<file path="config.mk">
export PLATFORM = sky130hd
export DESIGN_NAME = mss_dev_flat
export DESIGN_NICKNAME = d
export VERILOG_FILES = /design/src/shared/mss_pkg.sv /design/src/shared/mss_link_if.sv /design/src/hw/mss_dev.sv /design/src/flat_wrapper.sv
export VERILOG_INCLUDE_DIRS = /design/src /design/src/shared
export SDC_FILE = /design/constraint.sdc
export NUM_CORES = 1
export LEC_CHECK = 0
export BUFFER_PORTS_ARGS = -buffer_cell sky130_fd_sc_hd__buf_2
export CORE_UTILIZATION = 30
export DETAILED_ROUTE_END_ITERATION = 12
export GPL_ROUTABILITY_DRIVEN = 0
export SYNTH_ARGS = -nofsm -noshare
export SYNTH_HDL_FRONTEND = slang
export SYNTH_SLANG_ARGS = --single-unit
</file>
<file path="constraint.sdc">
create_clock -name SYS_CLK -period 2.6 [get_ports SYS_CLK]
set_clock_uncertainty 0.1 [all_clocks]
set_input_delay 0.26 -clock SYS_CLK [delete_from_list [all_inputs] [get_ports SYS_CLK]]
set_output_delay 0.26 -clock SYS_CLK [all_outputs]
set_load 0.01 [all_outputs]
</file>
<file path="src/shared/mss_cfg.svh">
// Constants of the metering start-up and reset sequencer
`ifndef MSS_CFG_SVH
`define MSS_CFG_SVH

// ----------------------------------------
// Clock and times
// ----------------------------------------
`define MSS_CLK_MHZ 100
`define MSS_SETTLE_MS 26
`define MSS_FULL_MS 40
`define MSS_HWRST_US 10
`define MSS_SOFT_RESET_BIT_CYC 16
`define MSS_TOG_CYC 8
`define MSS_HOLD_PAD 4
`define MSS_SETTLE_CYC (`MSS_SETTLE_MS * 1000 * `MSS_CLK_MHZ)
`define MSS_BOOT_CYC ((`MSS_FULL_MS - `MSS_SETTLE_MS) * 1000 * `MSS_CLK_MHZ)
`define MSS_HWRST_CYC (`MSS_HWRST_US * `MSS_CLK_MHZ)

// ----------------------------------------
// Register map and fields
// ----------------------------------------
`define MSS_AW 3
`define MSS_DW 16
`define MSS_A_CFG 3'h0
`define MSS_A_CFG2 3'h1
`define MSS_A_LPT 3'h2
`define MSS_A_STAT1 3'h3
`define MSS_A_RUN 3'h4
`define MSS_B_SOFT_RESET_BIT 7
`define MSS_B_LOCK 1
`define MSS_B_RDONE 15
`define MSS_B_RUN 0
`define MSS_DEF_CFG 16'h0000
`define MSS_DEF_CFG2 16'h0000
`define MSS_DEF_LPT 16'h0000
`define MSS_DEF_RUN 16'h0000
`define MSS_RUN_GO 16'h0001
`define MSS_RDONE_W 16'h8000
`define MSS_SPI_TOGGLES 3

// ----------------------------------------
// Converters: three currents, neutral, three voltages
// ----------------------------------------
`define MSS_NADC 7
`define MSS_ADC_ALL 7'h7F
`define MSS_ADC_CUR 7'h07
`define MSS_ADC_OFF 7'h00
`define MSS_MODE_NORMAL 2'h1

`endif

</file>
<file path="src/shared/mss_pkg.sv">
// Types of the metering start-up and reset sequencer
package mss_pkg;
    typedef enum logic [2:0] {MSS_OFF, MSS_SETTLE, MSS_BOOT, MSS_RUN, MSS_HWRST, MSS_SOFT_RESET_BIT} mss_state_t;
    typedef enum logic [1:0] {MSS_MEAN, MSS_NORMAL, MSS_WATCH, MSS_SLEEP} mss_mode_t;
    typedef enum logic [2:0] {MSS_H_IDLE, MSS_H_RSTLOW, MSS_H_TOGHI, MSS_H_TOGLO, MSS_H_ACK} mss_hstate_t;
endpackage : mss_pkg

</file>
<file path="src/shared/mss_link_if.sv">
// Pins and register channel between host and metering device
`timescale 1ns/1ps
`default_nettype none
`include "mss_cfg.svh"
interface mss_link_if;
    logic reset_pin_n;
    logic mode_pin_a;
    logic mode_pin_b;
    logic port_select_pin;
    logic second_interrupt_out_n;
    logic reg_wr;
    logic reg_rd;
    logic [`MSS_AW-1:0] reg_addr;
    logic [`MSS_DW-1:0] reg_wdata;
    logic [`MSS_DW-1:0] reg_rdata;
    logic reg_rvalid;
    modport dev (input reset_pin_n, mode_pin_a, mode_pin_b, port_select_pin, reg_wr, reg_rd,
        reg_addr, reg_wdata, output second_interrupt_out_n, reg_rdata, reg_rvalid);
    modport host (output reset_pin_n, mode_pin_a, mode_pin_b, port_select_pin, reg_wr, reg_rd,
        reg_addr, reg_wdata, input second_interrupt_out_n, reg_rdata, reg_rvalid);
endinterface : mss_link_if
`default_nettype wire

</file>
<file path="src/hw/mss_dev.sv">
// Device end: supply monitor sequencing, resets, port selection, converter power
`timescale 1ns/1ps
`default_nettype none
`include "mss_cfg.svh"
module mss_dev
    import mss_pkg::*;
#(
    parameter int unsigned SETTLE_CYC = `MSS_SETTLE_CYC,
    parameter int unsigned BOOT_CYC = `MSS_BOOT_CYC,
    parameter int unsigned HWRST_CYC = `MSS_HWRST_CYC,
    parameter int unsigned SOFT_RESET_BIT_CYC = `MSS_SOFT_RESET_BIT_CYC
) (
    input wire logic SYS_CLK, // System clock, 100 MHz
    input wire logic RST, // Synchronous reset, active high
    input wire logic CE, // Clock enable, freezes all state when low
    input wire logic SUPPLY_OK, // Supply monitor comparator, high above threshold
    mss_link_if.dev LINK, // Pins and register channel to host
    output logic [`MSS_NADC-1:0] ADC_EN, // Converter power enables
    output logic DSP_RUN, // Signal processor running
    output logic PORT_SPI, // SPI is the active serial port
    output logic PORT_LOCKED, // Port selection locked
    output logic ACTIVE, // Device out of inactive state
    output logic FULL_FUNC, // All functions enabled
    output logic [1:0] POWER_MODE // Current power mode
);

    // ----------------------------------------
    // Elaboration checks
    // ----------------------------------------
    if (SETTLE_CYC < 1 || BOOT_CYC < 1 || HWRST_CYC < 1 || SOFT_RESET_BIT_CYC < 1) begin : g_chk
        $error("mss_dev: cycle counts must be at least one");
    end

    // ----------------------------------------
    // Pin synchronisers
    // ----------------------------------------
    localparam int NP = 5;
    logic [NP-1:0] pin_s1;
    logic [NP-1:0] pin_s2;
    logic sel_q;
    wire [NP-1:0] pin_raw = {SUPPLY_OK, LINK.reset_pin_n, LINK.mode_pin_b, LINK.mode_pin_a,
        LINK.port_select_pin};

    // Two stages before any logic sees a pin
    always_ff @(posedge SYS_CLK) begin
        if (RST) begin
            pin_s1 <= 5'h09;
            pin_s2 <= 5'h09;
            sel_q <= 1'b1;
        end else if (CE) begin
            pin_s1 <= pin_raw;
            pin_s2 <= pin_s1;
            sel_q <= pin_s2[0];
        end
    end

    wire pin_sup = pin_s2[4];
    wire pin_rst_n = pin_s2[3];
    wire sel_fall = sel_q & ~pin_s2[0];
    wire [1:0] mode_now = pin_s2[2:1];

    // ----------------------------------------
    // Sequencer state and events
    // ----------------------------------------
    mss_state_t state;
    logic [31:0] cnt;
    mss_mode_t mode_q;
    logic [`MSS_DW-1:0] cfg;
    logic [`MSS_DW-1:0] cfg2;
    logic [`MSS_DW-1:0] lpt;
    logic [`MSS_DW-1:0] run;
    logic rdone;
    logic [1:0] tog;

    wire run_st = (state == MSS_RUN);
    wire norm = (mode_q == MSS_NORMAL);
    wire wr_ok = LINK.reg_wr & run_st & norm;
    wire settle_end = (state == MSS_SETTLE) && (cnt == 32'(SETTLE_CYC - 1));
    wire boot_end = (state == MSS_BOOT) && (cnt == 32'(BOOT_CYC - 1));
    wire hw_end = (state == MSS_HWRST) && pin_rst_n && (cnt >= 32'(HWRST_CYC));
    wire hw_glitch = (state == MSS_HWRST) && pin_rst_n && (cnt < 32'(HWRST_CYC));
    wire sw_end = (state == MSS_SOFT_RESET_BIT) && (cnt == 32'(SOFT_RESET_BIT_CYC - 1));
    wire hw_go = run_st && norm && !pin_rst_n;
    wire sw_go = wr_ok && (LINK.reg_addr == `MSS_A_CFG) && LINK.reg_wdata[`MSS_B_SOFT_RESET_BIT];
    wire wake = run_st && !norm && (mode_now == `MSS_MODE_NORMAL);
    wire full_def = boot_end | hw_end;
    wire done_evt = full_def | sw_end | wake;
    wire rdone_clr = wr_ok && (LINK.reg_addr == `MSS_A_STAT1) && LINK.reg_wdata[`MSS_B_RDONE];

    // Main sequence; a low supply overrides everything
    always_ff @(posedge SYS_CLK) begin
        if (RST) begin
            state <= MSS_OFF;
            cnt <= 32'h0000_0000;
        end else if (CE) begin
            if (!pin_sup) begin
                state <= MSS_OFF;
                cnt <= 32'h0000_0000;
            end else begin
                cnt <= cnt + 32'h0000_0001;
                case (state)
                    MSS_OFF: begin
                        state <= MSS_SETTLE;
                        cnt <= 32'h0000_0000;
                    end
                    MSS_SETTLE: if (settle_end) begin
                        state <= MSS_BOOT;
                        cnt <= 32'h0000_0000;
                    end
                    MSS_BOOT: if (boot_end) begin
                        state <= MSS_RUN;
                    end
                    MSS_RUN: if (hw_go) begin
                        state <= MSS_HWRST;
                        cnt <= 32'h0000_0001;
                    end else if (sw_go) begin
                        state <= MSS_SOFT_RESET_BIT;
                        cnt <= 32'h0000_0000;
                    end
                    MSS_HWRST: if (hw_end || hw_glitch) begin
                        state <= MSS_RUN;
                    end else if (cnt == 32'hFFFF_FFFF) begin
                        cnt <= cnt;
                    end
                    MSS_SOFT_RESET_BIT: if (sw_end) begin
                        state <= MSS_RUN;
                    end
                    default: state <= MSS_OFF;
                endcase
            end
        end
    end

    // Power mode is sampled only while running, so pins are read in normal mode first
    always_ff @(posedge SYS_CLK) begin
        if (RST) begin
            mode_q <= MSS_NORMAL;
        end else if (CE) begin
            if (!pin_sup || state == MSS_BOOT) begin
                mode_q <= MSS_NORMAL;
            end else if (run_st && !hw_go && !sw_go) begin
                mode_q <= mss_mode_t'(mode_now);
            end
        end
    end

    // ----------------------------------------
    // Registers
    // ----------------------------------------
    // Power loss and hardware reset load all defaults, soft reset spares setup2 and threshold
    always_ff @(posedge SYS_CLK) begin
        if (RST) begin
            cfg <= `MSS_DEF_CFG;
            cfg2 <= `MSS_DEF_CFG2;
            lpt <= `MSS_DEF_LPT;
            run <= `MSS_DEF_RUN;
        end else if (CE) begin
            if (!pin_sup || full_def || state == MSS_HWRST) begin
                cfg <= `MSS_DEF_CFG;
                cfg2 <= `MSS_DEF_CFG2;
                lpt <= `MSS_DEF_LPT;
                run <= `MSS_DEF_RUN;
            end else if (sw_end) begin
                cfg <= `MSS_DEF_CFG;
                run <= `MSS_DEF_RUN;
            end else if (sw_go) begin
                cfg <= LINK.reg_wdata;
                run <= `MSS_DEF_RUN;
            end else if (wr_ok) begin
                if (LINK.reg_addr == `MSS_A_CFG) begin
                    cfg <= LINK.reg_wdata;
                end else if (LINK.reg_addr == `MSS_A_CFG2) begin
                    cfg2 <= LINK.reg_wdata;
                end else if (LINK.reg_addr == `MSS_A_LPT) begin
                    lpt <= LINK.reg_wdata;
                end else if (LINK.reg_addr == `MSS_A_RUN) begin
                    run <= LINK.reg_wdata;
                end
            end
        end
    end

    // Done flag: a completion event wins over a clear in the same cycle
    always_ff @(posedge SYS_CLK) begin
        if (RST) begin
            rdone <= 1'b0;
        end else if (CE) begin
            if (!pin_sup || hw_go || sw_go) begin
                rdone <= 1'b0;
            end else if (done_evt) begin
                rdone <= 1'b1;
            end else if (rdone_clr) begin
                rdone <= 1'b0;
            end
        end
    end

    // ----------------------------------------
    // Serial port selection
    // ----------------------------------------
    always_ff @(posedge SYS_CLK) begin
        if (RST) begin
            PORT_SPI <= 1'b0;
            PORT_LOCKED <= 1'b0;
            tog <= 2'h0;
        end else if (CE) begin
            if (!pin_sup || full_def || state == MSS_HWRST) begin
                PORT_SPI <= 1'b0;
                PORT_LOCKED <= 1'b0;
                tog <= 2'h0;
            end else if (sw_end && !PORT_LOCKED) begin
                PORT_SPI <= 1'b0;
                tog <= 2'h0;
            end else if (wr_ok && LINK.reg_addr == `MSS_A_CFG2) begin
                if (PORT_SPI || LINK.reg_wdata[`MSS_B_LOCK]) begin
                    PORT_LOCKED <= 1'b1;
                end
            end else if (run_st && norm && !PORT_SPI && !PORT_LOCKED && sel_fall) begin
                if (tog == 2'(`MSS_SPI_TOGGLES - 1)) begin
                    PORT_SPI <= 1'b1;
                    tog <= 2'h0;
                end else begin
                    tog <= tog + 2'h1;
                end
            end
        end
    end

    // ----------------------------------------
    // Read path
    // ----------------------------------------
    logic [`MSS_DW-1:0] rd_mux;
    always_comb begin
        if (LINK.reg_addr == `MSS_A_CFG) begin
            rd_mux = cfg;
        end else if (LINK.reg_addr == `MSS_A_CFG2) begin
            rd_mux = cfg2;
        end else if (LINK.reg_addr == `MSS_A_LPT) begin
            rd_mux = lpt;
        end else if (LINK.reg_addr == `MSS_A_STAT1) begin
            rd_mux = {rdone, 15'h0000};
        end else if (LINK.reg_addr == `MSS_A_RUN) begin
            rd_mux = run;
        end else begin
            rd_mux = 16'h0000;
        end
    end

    // ----------------------------------------
    // Registered outputs
    // ----------------------------------------
    always_ff @(posedge SYS_CLK) begin
        if (RST) begin
            LINK.reg_rdata <= 16'h0000;
            LINK.reg_rvalid <= 1'b0;
            LINK.second_interrupt_out_n <= 1'b1;
            ADC_EN <= `MSS_ADC_OFF;
            DSP_RUN <= 1'b0;
            ACTIVE <= 1'b0;
            FULL_FUNC <= 1'b0;
            POWER_MODE <= `MSS_MODE_NORMAL;
        end else if (CE) begin
            LINK.reg_rvalid <= LINK.reg_rd & run_st & norm;
            if (LINK.reg_rd && run_st && norm) begin
                LINK.reg_rdata <= rd_mux;
            end
            LINK.second_interrupt_out_n <= ~rdone;
            if (!run_st) begin
                ADC_EN <= `MSS_ADC_OFF;
            end else if (norm) begin
                ADC_EN <= `MSS_ADC_ALL;
            end else if (mode_q == MSS_MEAN) begin
                ADC_EN <= `MSS_ADC_CUR;
            end else begin
                ADC_EN <= `MSS_ADC_OFF;
            end
            DSP_RUN <= run_st & norm & run[`MSS_B_RUN];
            ACTIVE <= pin_sup && state != MSS_OFF && state != MSS_SETTLE;
            FULL_FUNC <= run_st;
            POWER_MODE <= mode_q;
        end
    end

endmodule : mss_dev
`default_nettype wire

</file>
<file path="src/flat_wrapper.sv">
// flat-port wrapper written by rule: the top's interface ports become plain ports
module mss_dev_flat import mss_pkg::*;
#(
    parameter int unsigned SETTLE_CYC = `MSS_SETTLE_CYC,
    parameter int unsigned BOOT_CYC = `MSS_BOOT_CYC,
    parameter int unsigned HWRST_CYC = `MSS_HWRST_CYC,
    parameter int unsigned SOFT_RESET_BIT_CYC = `MSS_SOFT_RESET_BIT_CYC
)
  (SYS_CLK, RST, CE, SUPPLY_OK, ADC_EN, DSP_RUN, PORT_SPI, PORT_LOCKED, ACTIVE, FULL_FUNC, POWER_MODE, LINK_reset_pin_n, LINK_mode_pin_a, LINK_mode_pin_b, LINK_port_select_pin, LINK_reg_wr, LINK_reg_rd, LINK_reg_addr, LINK_reg_wdata, LINK_second_interrupt_out_n, LINK_reg_rdata, LINK_reg_rvalid);
  mss_link_if LINK_i ();
  input wire logic SYS_CLK;
  input wire logic RST;
  input wire logic CE;
  input wire logic SUPPLY_OK;
  output logic [`MSS_NADC-1:0] ADC_EN;
  output logic DSP_RUN;
  output logic PORT_SPI;
  output logic PORT_LOCKED;
  output logic ACTIVE;
  output logic FULL_FUNC;
  output logic [1:0] POWER_MODE;
  input wire logic [$bits(LINK_i.reset_pin_n)-1:0] LINK_reset_pin_n;
  input wire logic [$bits(LINK_i.mode_pin_a)-1:0] LINK_mode_pin_a;
  input wire logic [$bits(LINK_i.mode_pin_b)-1:0] LINK_mode_pin_b;
  input wire logic [$bits(LINK_i.port_select_pin)-1:0] LINK_port_select_pin;
  input wire logic [$bits(LINK_i.reg_wr)-1:0] LINK_reg_wr;
  input wire logic [$bits(LINK_i.reg_rd)-1:0] LINK_reg_rd;
  input wire logic [$bits(LINK_i.reg_addr)-1:0] LINK_reg_addr;
  input wire logic [$bits(LINK_i.reg_wdata)-1:0] LINK_reg_wdata;
  output wire logic [$bits(LINK_i.second_interrupt_out_n)-1:0] LINK_second_interrupt_out_n;
  output wire logic [$bits(LINK_i.reg_rdata)-1:0] LINK_reg_rdata;
  output wire logic [$bits(LINK_i.reg_rvalid)-1:0] LINK_reg_rvalid;
  assign LINK_i.reset_pin_n = LINK_reset_pin_n;
  assign LINK_i.mode_pin_a = LINK_mode_pin_a;
  assign LINK_i.mode_pin_b = LINK_mode_pin_b;
  assign LINK_i.port_select_pin = LINK_port_select_pin;
  assign LINK_i.reg_wr = LINK_reg_wr;
  assign LINK_i.reg_rd = LINK_reg_rd;
  assign LINK_i.reg_addr = LINK_reg_addr;
  assign LINK_i.reg_wdata = LINK_reg_wdata;
  assign LINK_second_interrupt_out_n = LINK_i.second_interrupt_out_n;
  assign LINK_reg_rdata = LINK_i.reg_rdata;
  assign LINK_reg_rvalid = LINK_i.reg_rvalid;
  mss_dev #(.SETTLE_CYC(SETTLE_CYC), .BOOT_CYC(BOOT_CYC), .HWRST_CYC(HWRST_CYC), .SOFT_RESET_BIT_CYC(SOFT_RESET_BIT_CYC)) u_core (.SYS_CLK(SYS_CLK), .RST(RST), .CE(CE), .SUPPLY_OK(SUPPLY_OK), .LINK(LINK_i), .ADC_EN(ADC_EN), .DSP_RUN(DSP_RUN), .PORT_SPI(PORT_SPI), .PORT_LOCKED(PORT_LOCKED), .ACTIVE(ACTIVE), .FULL_FUNC(FULL_FUNC), .POWER_MODE(POWER_MODE));
endmodule
</file>
# Word-level counts from Yosys, hierarchy flattened

Index checks and enable logic that the tools add are counted.

Flip-flop bits (word level): 147
Input bits: 29
Output and inout port bits: 32
Logic and storage cells: 205

Add/sub/neg operators: 2
Order comparisons: 2
Eq/ne operators: 32
Muxes and demuxes: 68
Bitwise operators: 12
Reductions and logical operators: 67

Operator list:

| operator                                                                 | number |
|---|---|
| 16-bit 2-to-1 mux                                                        | 31 |
| 32-bit 2-to-1 mux                                                        | 6 |
| 32-bit case mux with 4 select lines                                      | 1 |
| 32-bit by 1-bit adder with 32-bit output (second input constant)         | 1 |
| 32-bit by 21-bit equality test with 1-bit output (second input constant) | 1 |
| 32-bit by 22-bit equality test with 1-bit output (second input constant) | 1 |
| 32-bit equality test (second input constant)                             | 1 |
| 32-bit by 4-bit equality test with 1-bit output (second input constant)  | 1 |
| 32-bit by 10-bit >= comparator with 1-bit output (second input constant) | 1 |
| 32-bit by 10-bit < comparator with 1-bit output (second input constant)  | 1 |
| 1-bit logical AND                                                        | 25 |
| 3-bit 2-to-1 mux                                                         | 8 |
| 3-bit case mux with 6 select lines                                       | 1 |
| 6-bit AND reduction                                                      | 3 |
| 2-bit 2-to-1 mux                                                         | 7 |
| 7-bit 2-to-1 mux                                                         | 2 |
| 3-bit by 2-bit equality test with 1-bit output (second input constant)   | 4 |
| 1-bit 2-to-1 mux                                                         | 12 |
| 3-bit inequality test (second input constant)                            | 4 |
| 4-bit by 1-bit inequality test with 1-bit output (second input constant) | 3 |
| 2-bit nonzero test                                                       | 6 |
| 3-bit nonzero test                                                       | 4 |
| 4-bit nonzero test                                                       | 3 |
| 3-bit equality test (second input constant)                              | 3 |
| other kinds (19)                                                         | 53 |

# Longest topological paths before layout

Gate-level depths: netlist (run 1).

Depth in word-level cells: 9
Depth in mapped cells: 10
Gate-level depth less buffers: 7

# Worst setup path before layout (run 1)

No wires, ideal clock.

Path type: register to register
Start point: register u_core.cnt[1]
End point: register u_core.lpt[10]
Setup time: 0.117 ns
Data arrival time: 2.132 ns
Data required time: 2.383 ns
Slack: 0.250 ns
Cell stages (with the launch flop): 10
Path buffers: 2
Period minus slack after synthesis: 2.350 ns
Path through: dfxtp_1 > ha_1 > and3_1 > nand3_1 > o41ai_2 > a21oi_2 > and4_1 > buf_2 > buf_4 > a32o_1

Cells in the longest elaborated chain, start to end: 7
Elaborated cells on any way between the ends: 17
Classes of those cells: order compare: 1; eq/ne: 6; mux: 1; bitwise: 1; reduce/logical: 8

Ends and longest elaborated chain:

| what                                                                                                                        | line                         | RTL |
|---|---|---|
| from (decl)                                                                                                                 | mss_dev.sv:66                | `logic [31:0] cnt;` |
| from (signal assigned)                                                                                                      | mss_dev.sv:100               | `cnt <= cnt + 32'h0000_0001;` |
| from (signal assigned)                                                                                                      | mss_dev.sv:123               | `cnt <= cnt;` |
| 32-bit by 10-bit >= comparator with 1-bit output / 32-bit by 21-bit equality test with 1-bit output (equally long branches) | mss_dev.sv:80, mss_dev.sv:79 |  |
| 1-bit logical AND (on tied branches)                                                                                        | mss_dev.sv:80, mss_dev.sv:79 |  |
| 1-bit bitwise OR                                                                                                            | mss_dev.sv:86                | `wire full_def = boot_end \| hw_end;` |
| 1-bit logical OR (2 in series)                                                                                              | mss_dev.sv:158               | `if (!pin_sup \|\| full_def \|\| state == MSS_HWRST) begin` |
| 2-bit inequality test (no line) (tied with other cells)                                                                     | n/a                          |  |
| 7-bit AND reduction (no line)                                                                                               | n/a                          |  |
| to (signal assigned)                                                                                                        | mss_dev.sv:155               | `` lpt <= `MSS_DEF_LPT; `` |
| to (signal assigned)                                                                                                        | mss_dev.sv:161               | `` lpt <= `MSS_DEF_LPT; `` |
| to (signal assigned)                                                                                                        | mss_dev.sv:175               | `lpt <= LINK.reg_wdata;` |
| to (decl)                                                                                                                   | mss_dev.sv:70                | `` logic [`MSS_DW-1:0] lpt; `` |

Parallel ways exist; a longest one is shown, timed or not.
A chain may end at the register's enable or synchronous reset.

# Worst setup path in the final report (run 1)

Start point: register u_core.cnt[1]
End point: register u_core.lpt[13]

Same word-level chain as after synthesis.

==> run_results.csv, run 1 <==
group,metric,value,unit
status,status,"finished clean",
power_and_ir_drop,peakVddDrop,0.000465,V
sta,whs,0.0322,ns
clock_network,cts_buffers,17,
cells_and_area,area_delta_synth_final,19.1,%
sta,slew-limit-headroom,47.4,%
synthesis,ys_ff_latch,142,
worst_setup_path,critical_path_class,"flip-flop to flip-flop",
sta,tightest_slew,0.788,ns
sta,hold_viol,0,
clock_network,root_buffer,"clkbuf_16",
route,via_per_inst,5.43,
route,wl_met2,8190,um
synthesis,yosys_warnings,0,
placed_design,dp_cells,1150,
synthesis,synthTopCellsByArea,"dfxtp_1 41%, mux2i_1 6.9%, nand3_1 5.4%",
floorplanning,core_area,22700,um^2
route,ant_nets,0,
cells_and_area,fillCellCount,2356,
hold_path,hold_class,"input port to flip-flop",
sta,slew_violations,0,
worst_setup_path,required,2.82,ns
sta,min_period,2.47,ns
power_and_ir_drop,switching_share,23.6,%
power_and_ir_drop,seqPwrFrac,43.9,%
global_route,grt_max_degree,49,
worst_setup_path,start_kind,"flip-flop",
floorplanning,die_area,23800,um^2
route,top_layer_used,"met5",
route,drt_wl_total,19900,um
flow_run,maxCapViolCount,0,
global_route,grt_pass1_wl,32100,um
route,first_pass_iters,6,
clock_network,cts.sinks,142,
global_route,track_usage,17.0,%
route,drc_errors,0,
worst_setup_path,path_max_fanout,16,
cells_and_area,seqCellArea,2840,um^2
global_route,grt.overflow.total,0,
synthesis,synth_common_cells,"142 x dfxtp_1, 85 x nor2_1, 75 x nand3_1",
cells_and_area,fin_area,8290,um^2
power_and_ir_drop,clockPowerShare,50.6,%
placed_design,dp_slack,0.0711,ns
floorplanning,dieHeight,154,um
placed_design,place_hpwl,13300,um
route,drtIter0Drc,513,
synthesis,syn_area,6960,um^2
worst_setup_path,slowest_delay,0.47,ns
synthesis,syn_inst,839,
clock_network,h-tree-depth,4,
power_and_ir_drop,p_per_area,602,nW/um^2
placed_design,port_buffers,60,
power_and_ir_drop,p_sw,1.18,mW
synthesis,synth_top_area_cell,"dfxtp_1",
sta,fin_ws,0.131,ns
floorplanning,initial_core_util,30.6,%
sta,rsz0062_at_grt,"no",
synthesis,syn-num-nets,870,
cells_and_area,final_cell_count_no_fill,1187,
placed_design,dpl_cell_area,7620,um^2
route,vias,6445,
sta,finalCritPeriodShare,95.0,%
sta,max_freq,0.405,GHz
synthesis,synth_edf_count,0,
clock_network,clk_path_buf_depth,2,
synthesis,synth_top_area_share,40.9,%
clock_network,cts_tree,"done",
route,wl_per_cell,16.8,um
floorplanning,placementRows,55,
global_route,grt_pass1_vias,5706,
global_route,antenna_found_initial,2,
synthesis,synth_async_sr_flop_share,0,%
power_and_ir_drop,power,4.99,mW
cells_and_area,post-route-util,36.5,%
synthesis,post_synth.cell_area_avg,8.29,um^2
synthesis,ys_types,68,
worst_setup_path,slowest_stage,"o41ai_2",
power_and_ir_drop,p_comb_share,5.4,%
clock_network,clkSlewWorstSetupHoldPaths,0.06,ns
floorplanning,pin_count,61,
synthesis,ys.flop_type,"dfxtp_1",
synthesis,seq_area_frac_synth,40.9,%
cells_and_area,finalNetCount,920,
worst_setup_path,crit_arrival,2.69,ns
route,wl_met3,1280,um
floorplanning,die_width,154,um
sta,setup_violations,0,
worst_setup_path,worstPathCellList,"ha_1 -> and3_1 -> nand3_1 -> o41ai_2 -> a21oi_2 -> and4_1 -> a32o_1",
cells_and_area,multiInputGateArea,3740,um^2
power_and_ir_drop,p_int,3.81,mW
route,wl_met1,10200,um
sta,finalSetupTns,0,ns
synthesis,synth.most_common_cell,"dfxtp_1",
cells_and_area,layout-drive-gt1-share,16.1,%
clock_network,clkLatencyLatePin,0.43,ns
worst_setup_path,cp-end-kind,"flip-flop",
power_and_ir_drop,p_leak,2.96,nW
-- cell families after synthesis --
group                      synth area share (%)
AOI/OAI and AO/OA                          19.0
DFF                                        40.9
xor gates and xnor gates                   2.52
and+or+nand+nor                            24.6
buffers and inverters                      5.61
muxes                                      7.07
adders and majority gates                 0.360
-- metal layers --
| layer | vias to the layer above | global-route usage (%) |
|---|---|---|
| met2 | 207 | 23.2 |
| met3 | 21 | 3.87 |
| met1 | 3061 | 25.9 |
| li1 | 3154 | - |
| met5 | - | 0 |
| met4 | 2 | 5.14 |
-- flip-flops by register name, summed over array words and instances, names as in the netlist --
register and cells:
u_core.cnt 32, u_core.LINK.reg_rdata 16, u_core.cfg2 16, u_core.cfg 16, u_core.lpt 16, u_core.run 16, u_core.pin_s1 5, u_core.pin_s2 5
u_core.state 3, u_core.ADC_EN 2, u_core.POWER_MODE 2, u_core.mode_q 2, u_core.tog 2, u_core.ACTIVE 1, u_core.DSP_RUN 1, u_core.FULL_FUNC 1
u_core.LINK.reg_rvalid 1, u_core.LINK.second_interrupt_out_n 1, u_core.PORT_LOCKED 1, u_core.PORT_SPI 1, u_core.rdone 1, u_core.sel_q 1
-- cell usage in the layout (no fill, tap or decap), types with 3 or more instances in the layout --
cell type and n:
nand2b_1 8, inv_1 16, and2_1 6, xnor2_1 11, buf_4 36, dfxtp_1 142, clkbuf_16 17, dlygate4sd3_1 5
clkinv_4 3, inv_6 3, and4_1 7, and3_1 9, buf_2 60, nand3b_1 3, bufinv_16 3, buf_12 3
nand4_1 34, xor2_1 9, nor3b_1 3, nor3_1 15, a31oi_1 5, o21ai_2 3, mux2i_1 48, o21ai_0 44
a21oi_1 67, a32o_1 17, nor2_1 85, nor4_1 6, nand3_1 75, or3_1 10, o211ai_1 15, nand2_1 59
nor2b_1 6, a2bb2oi_1 15
-- final cells by class --
| class | count | share of cell area (%) |
|---|---|---|
| clock buffer | 20 | 5.39 |
| tap | 285 | 4.30 |
| inverter | 16 | 0.725 |
| multi-input combinational | 608 | 45.1 |
| clock inverter | 11 | 1.90 |
| sequential | 142 | 34.3 |
| antenna | 1 | 0.0302 |
| timing repair buffer | 104 | 8.21 |
-- power groups by stage --
stage | Combinational [mW] | Sequential, mW | Clock, mW
after global placement | 0.264 | 2.24 | 0
after CTS | 0.270 | 2.19 | 2.57
after detailed placement | 0.263 | 2.24 | 0
after global routing | 0.292 | 2.19 | 2.66
after floorplan | 0.159 | 2.24 | 0
final | 0.272 | 2.19 | 2.53
-- final timing paths --
kind	from	to	slack (ns)	cells past startpoint
max	u_core.cnt[1]	u_core.lpt[13]	0.13	7
min	LINK_reg_wdata[11]	u_core.lpt[11]	0.03	2
max reg2reg	u_core.cnt[1]	u_core.lpt[13]	0.13	7
min reg2reg	u_core.run[9]	u_core.run[9]	0.36	2
-- worst max-delay path, delay by kind of cell, from the launching register on --
kind	cells	cell delay (ns)
AOI/OAI and AO/OA	3	0.89
adders and majority gates	1	0.21
DFF	1	0.39
and+or+nand+nor	3	0.75
-- timing repair --
item | in CTS | in global routing
buffers inserted | 0 | 0
endpoints found under the hold margin | 5 | 0
hold buffers | 5 | 0
gates resized for setup | 0 | 2
endpoints found under the setup margin | 0 | 38
Note: power is estimated with default switching activity, not from simulation.
==> inputs of run 2 (changes only) <==
ABC_AREA = 1   (was unset)
==> run_results.csv, run 2 <==
group,metric,value,unit
hold_path,hold_class,"input port to flip-flop",
worst_setup_path,start_kind,"flip-flop",
synthesis,synth_common_cells,"206 x nand2_1, 192 x nor2_1, 142 x dfxtp_1",
sta,hold_viol,0,
global_route,track_usage,17.4,%
floorplanning,dieHeight,160,um
placed_design,place_hpwl,15700,um
route,via_per_inst,4.89,
worst_setup_path,reg2reg_to,"u_core.cfg2[7]",
synthesis,yosys_warnings,0,
clock_network,clkLatencyLatePin,0.44,ns
sta,finalSetupTns,0,ns
cells_and_area,seqCellArea,2840,um^2
worst_setup_path,cp.depth,10,
sta,min_period,2.30,ns
cells_and_area,antenna_cells,0,
global_route,grt_pass1_vias,6776,
worst_setup_path,critical_path_class,"flip-flop to flip-flop",
worst_setup_path,cp-endpoint,"u_core.cfg2[7]",
worst_setup_path,rrSetupSlack,0.30,ns
sta,setup_violations,0,
clock_network,cts.sinks,142,
cells_and_area,layout-drive-gt1-share,15.0,%
worst_setup_path,critPathMostFrequentCell,"nor2_1",
worst_setup_path,slowest_stage,"dfxtp_1",
sta,slew_violations,0,
worst_setup_path,ff2ff_path_depth,10,
synthesis,synth_edf_count,0,
status,status,"finished clean",
clock_network,clk_path_buf_depth,2,
clock_network,postCtsSetupRepairBufs,0,
power_and_ir_drop,p_leak,3.54,nW
placed_design,dp_slack,0.309,ns
clock_network,root_buffer,"clkbuf_16",
route,wl_per_cell,14.4,um
clock_network,cts_buffers,17,
worst_setup_path,crit_arrival,2.58,ns
synthesis,synth_top_area_cell,"dfxtp_1",
cells_and_area,fillCellCount,2603,
flow_run,maxCapViolCount,0,
route,vias,7367,
sta,whs,0.110,ns
sta,fin_ws,0.296,ns
floorplanning,initial_core_util,30.8,%
synthesis,syn_area,7530,um^2
floorplanning,die_area,25800,um^2
cells_and_area,final_common_cell,"nand2_1",
floorplanning,placementRows,57,
clock_network,h-tree-depth,4,
global_route,grt.overflow.total,0,
worst_setup_path,required,2.87,ns
floorplanning,core_area,24500,um^2
placed_design,dp_cells,1470,
cells_and_area,final_cell_count_no_fill,1507,
global_route,antenna_found_initial,0,
route,drc_errors,0,
synthesis,ys_types,41,
worst_setup_path,cp.buffers_inverters,2,
clock_network,cts_tree,"done",
worst_setup_path,path_max_fanout,17,
sta,rsz0062_at_grt,"no",
synthesis,synth.most_common_cell,"nand2_1",
sta,slew-limit-headroom,54.0,%
worst_setup_path,r2r-start,"u_core.state[2]",
route,drtIter0Drc,735,
synthesis,seq_area_frac_synth,37.7,%
route,ant_nets,0,
clock_network,hold_buffers,5,
cells_and_area,top_register,"u_core.cnt",
worst_setup_path,cpLargestDelayFamily,"simple AND/OR/NAND/NOR gates",
synthesis,synthTopCellsByArea,"dfxtp_1 38%, nand2_1 10%, nor2_1 9.6%",
cells_and_area,area_delta_synth_final,16.3,%
sta,max_freq,0.434,GHz
worst_setup_path,worstPathCellList,"nand2_1 -> nor2_1 -> nand3_2 -> nand3_1 -> inv_2 -> nand2_4 -> inv_4 -> nor2_4 -> nor2_1 -> nor2_1",
cells_and_area,mostFrequentLayoutCells,"206 x nand2_1, 192 x nor2_1, 142 x dfxtp_1",
synthesis,syn-num-nets,1154,
global_route,grt_pass1_wl,35700,um
cells_and_area,finalNetCount,1201,
synthesis,synth_async_sr_flop_share,0,%
floorplanning,pin_count,61,
cells_and_area,largest_register_ff_count,32,
power_and_ir_drop,p_per_area,607,nW/um^2
route,drt_wl_total,21800,um
worst_setup_path,slowest_delay,0.50,ns
synthesis,synth_top_area_share,37.7,%
floorplanning,die_width,160,um
clock_network,cts_resized,0,
synthesis,post_synth.cell_area_avg,6.71,um^2
synthesis,ys_ff_latch,142,
synthesis,ys.flop_type,"dfxtp_1",
sta,tightest_slew,0.690,ns
clock_network,clkSlewWorstSetupHoldPaths,0.07,ns
power_and_ir_drop,peakVddDrop,0.000316,V
worst_setup_path,cp-end-kind,"flip-flop",
global_route,grt_max_degree,57,
worst_setup_path,startpoint,"u_core.state[2]",
route,first_pass_iters,6,
sta,finalCritPeriodShare,88.6,%
synthesis,syn_inst,1123,
placed_design,port_buffers,60,
cells_and_area,multiInputGateArea,3930,um^2
## run 2: worst min path at each step
stage | start | endpoint | depth (start not counted)
after CTS | LINK_reg_wdata[8] | u_core.cfg[8] | 5
after global routing | LINK_reg_wdata[8] | u_core.cfg[8] | 5
final | LINK_reg_wdata[8] | u_core.cfg[8] | 5
after detailed placement | u_core.sel_q | u_core.sel_q | 2
after floorplan | LINK_port_select_pin | u_core.pin_s1[0] | 2
after global placement | u_core.sel_q | u_core.sel_q | 2
## run 2: area by class of cell
cell class                 count  area share, %
multi-input combinational    805           44.9
sequential                   142           32.5
timing repair buffer          84           5.77
inverter                     120           5.20
clock buffer                  17           4.86
tap                          324           4.63
clock inverter                15           2.23
## run 2: routing by layer
metal,routed length [um],GRT usage (%)
met5,0,0
met2,9210,26.1
met3,1120,2.76
met1,11000,25.0
met4,456,6.28
## run 2: worst register-to-register path: stages (launching register included)
cell	delay (ns)
dfxtp_1	0.50
nand2_1	0.15
nor2_1	0.33
nand3_2	0.28
nand3_1	0.15
inv_2	0.07
nand2_4	0.19
inv_4	0.11
nor2_4	0.21
nor2_1	0.07
nor2_1	0.10
## run 2: logic make-up after synthesis
logic type               count (synthesis)  synth area share (%)
adder cells (fa/ha/maj)                  2                 0.332
AO/OA/AOI/OAI                          198                  14.5
buffers and inverters                  176                  10.1
flip-flops                             142                  37.7
AND/OR/NAND/NOR                        605                  37.3
## run 2: where the power goes
group / internal, mW / switching, mW
logic: 0.151 / 0.325
registers: 2.23 / 0.0386
clock network: 1.47 / 1.10
total: 3.85 / 1.46
## run 2: metrics by stage
stage | cell area, um^2 | util (%) | total power [mW]
floorplan | 7530 | - | 2.65
global placement | 8090 | 33.1 | 2.79
detailed placement | 8090 | 33.1 | 2.79
CTS | 8760 | 35.8 | 5.36
global route | 8760 | 35.8 | 5.51
finish | 8760 | 35.8 | 5.31
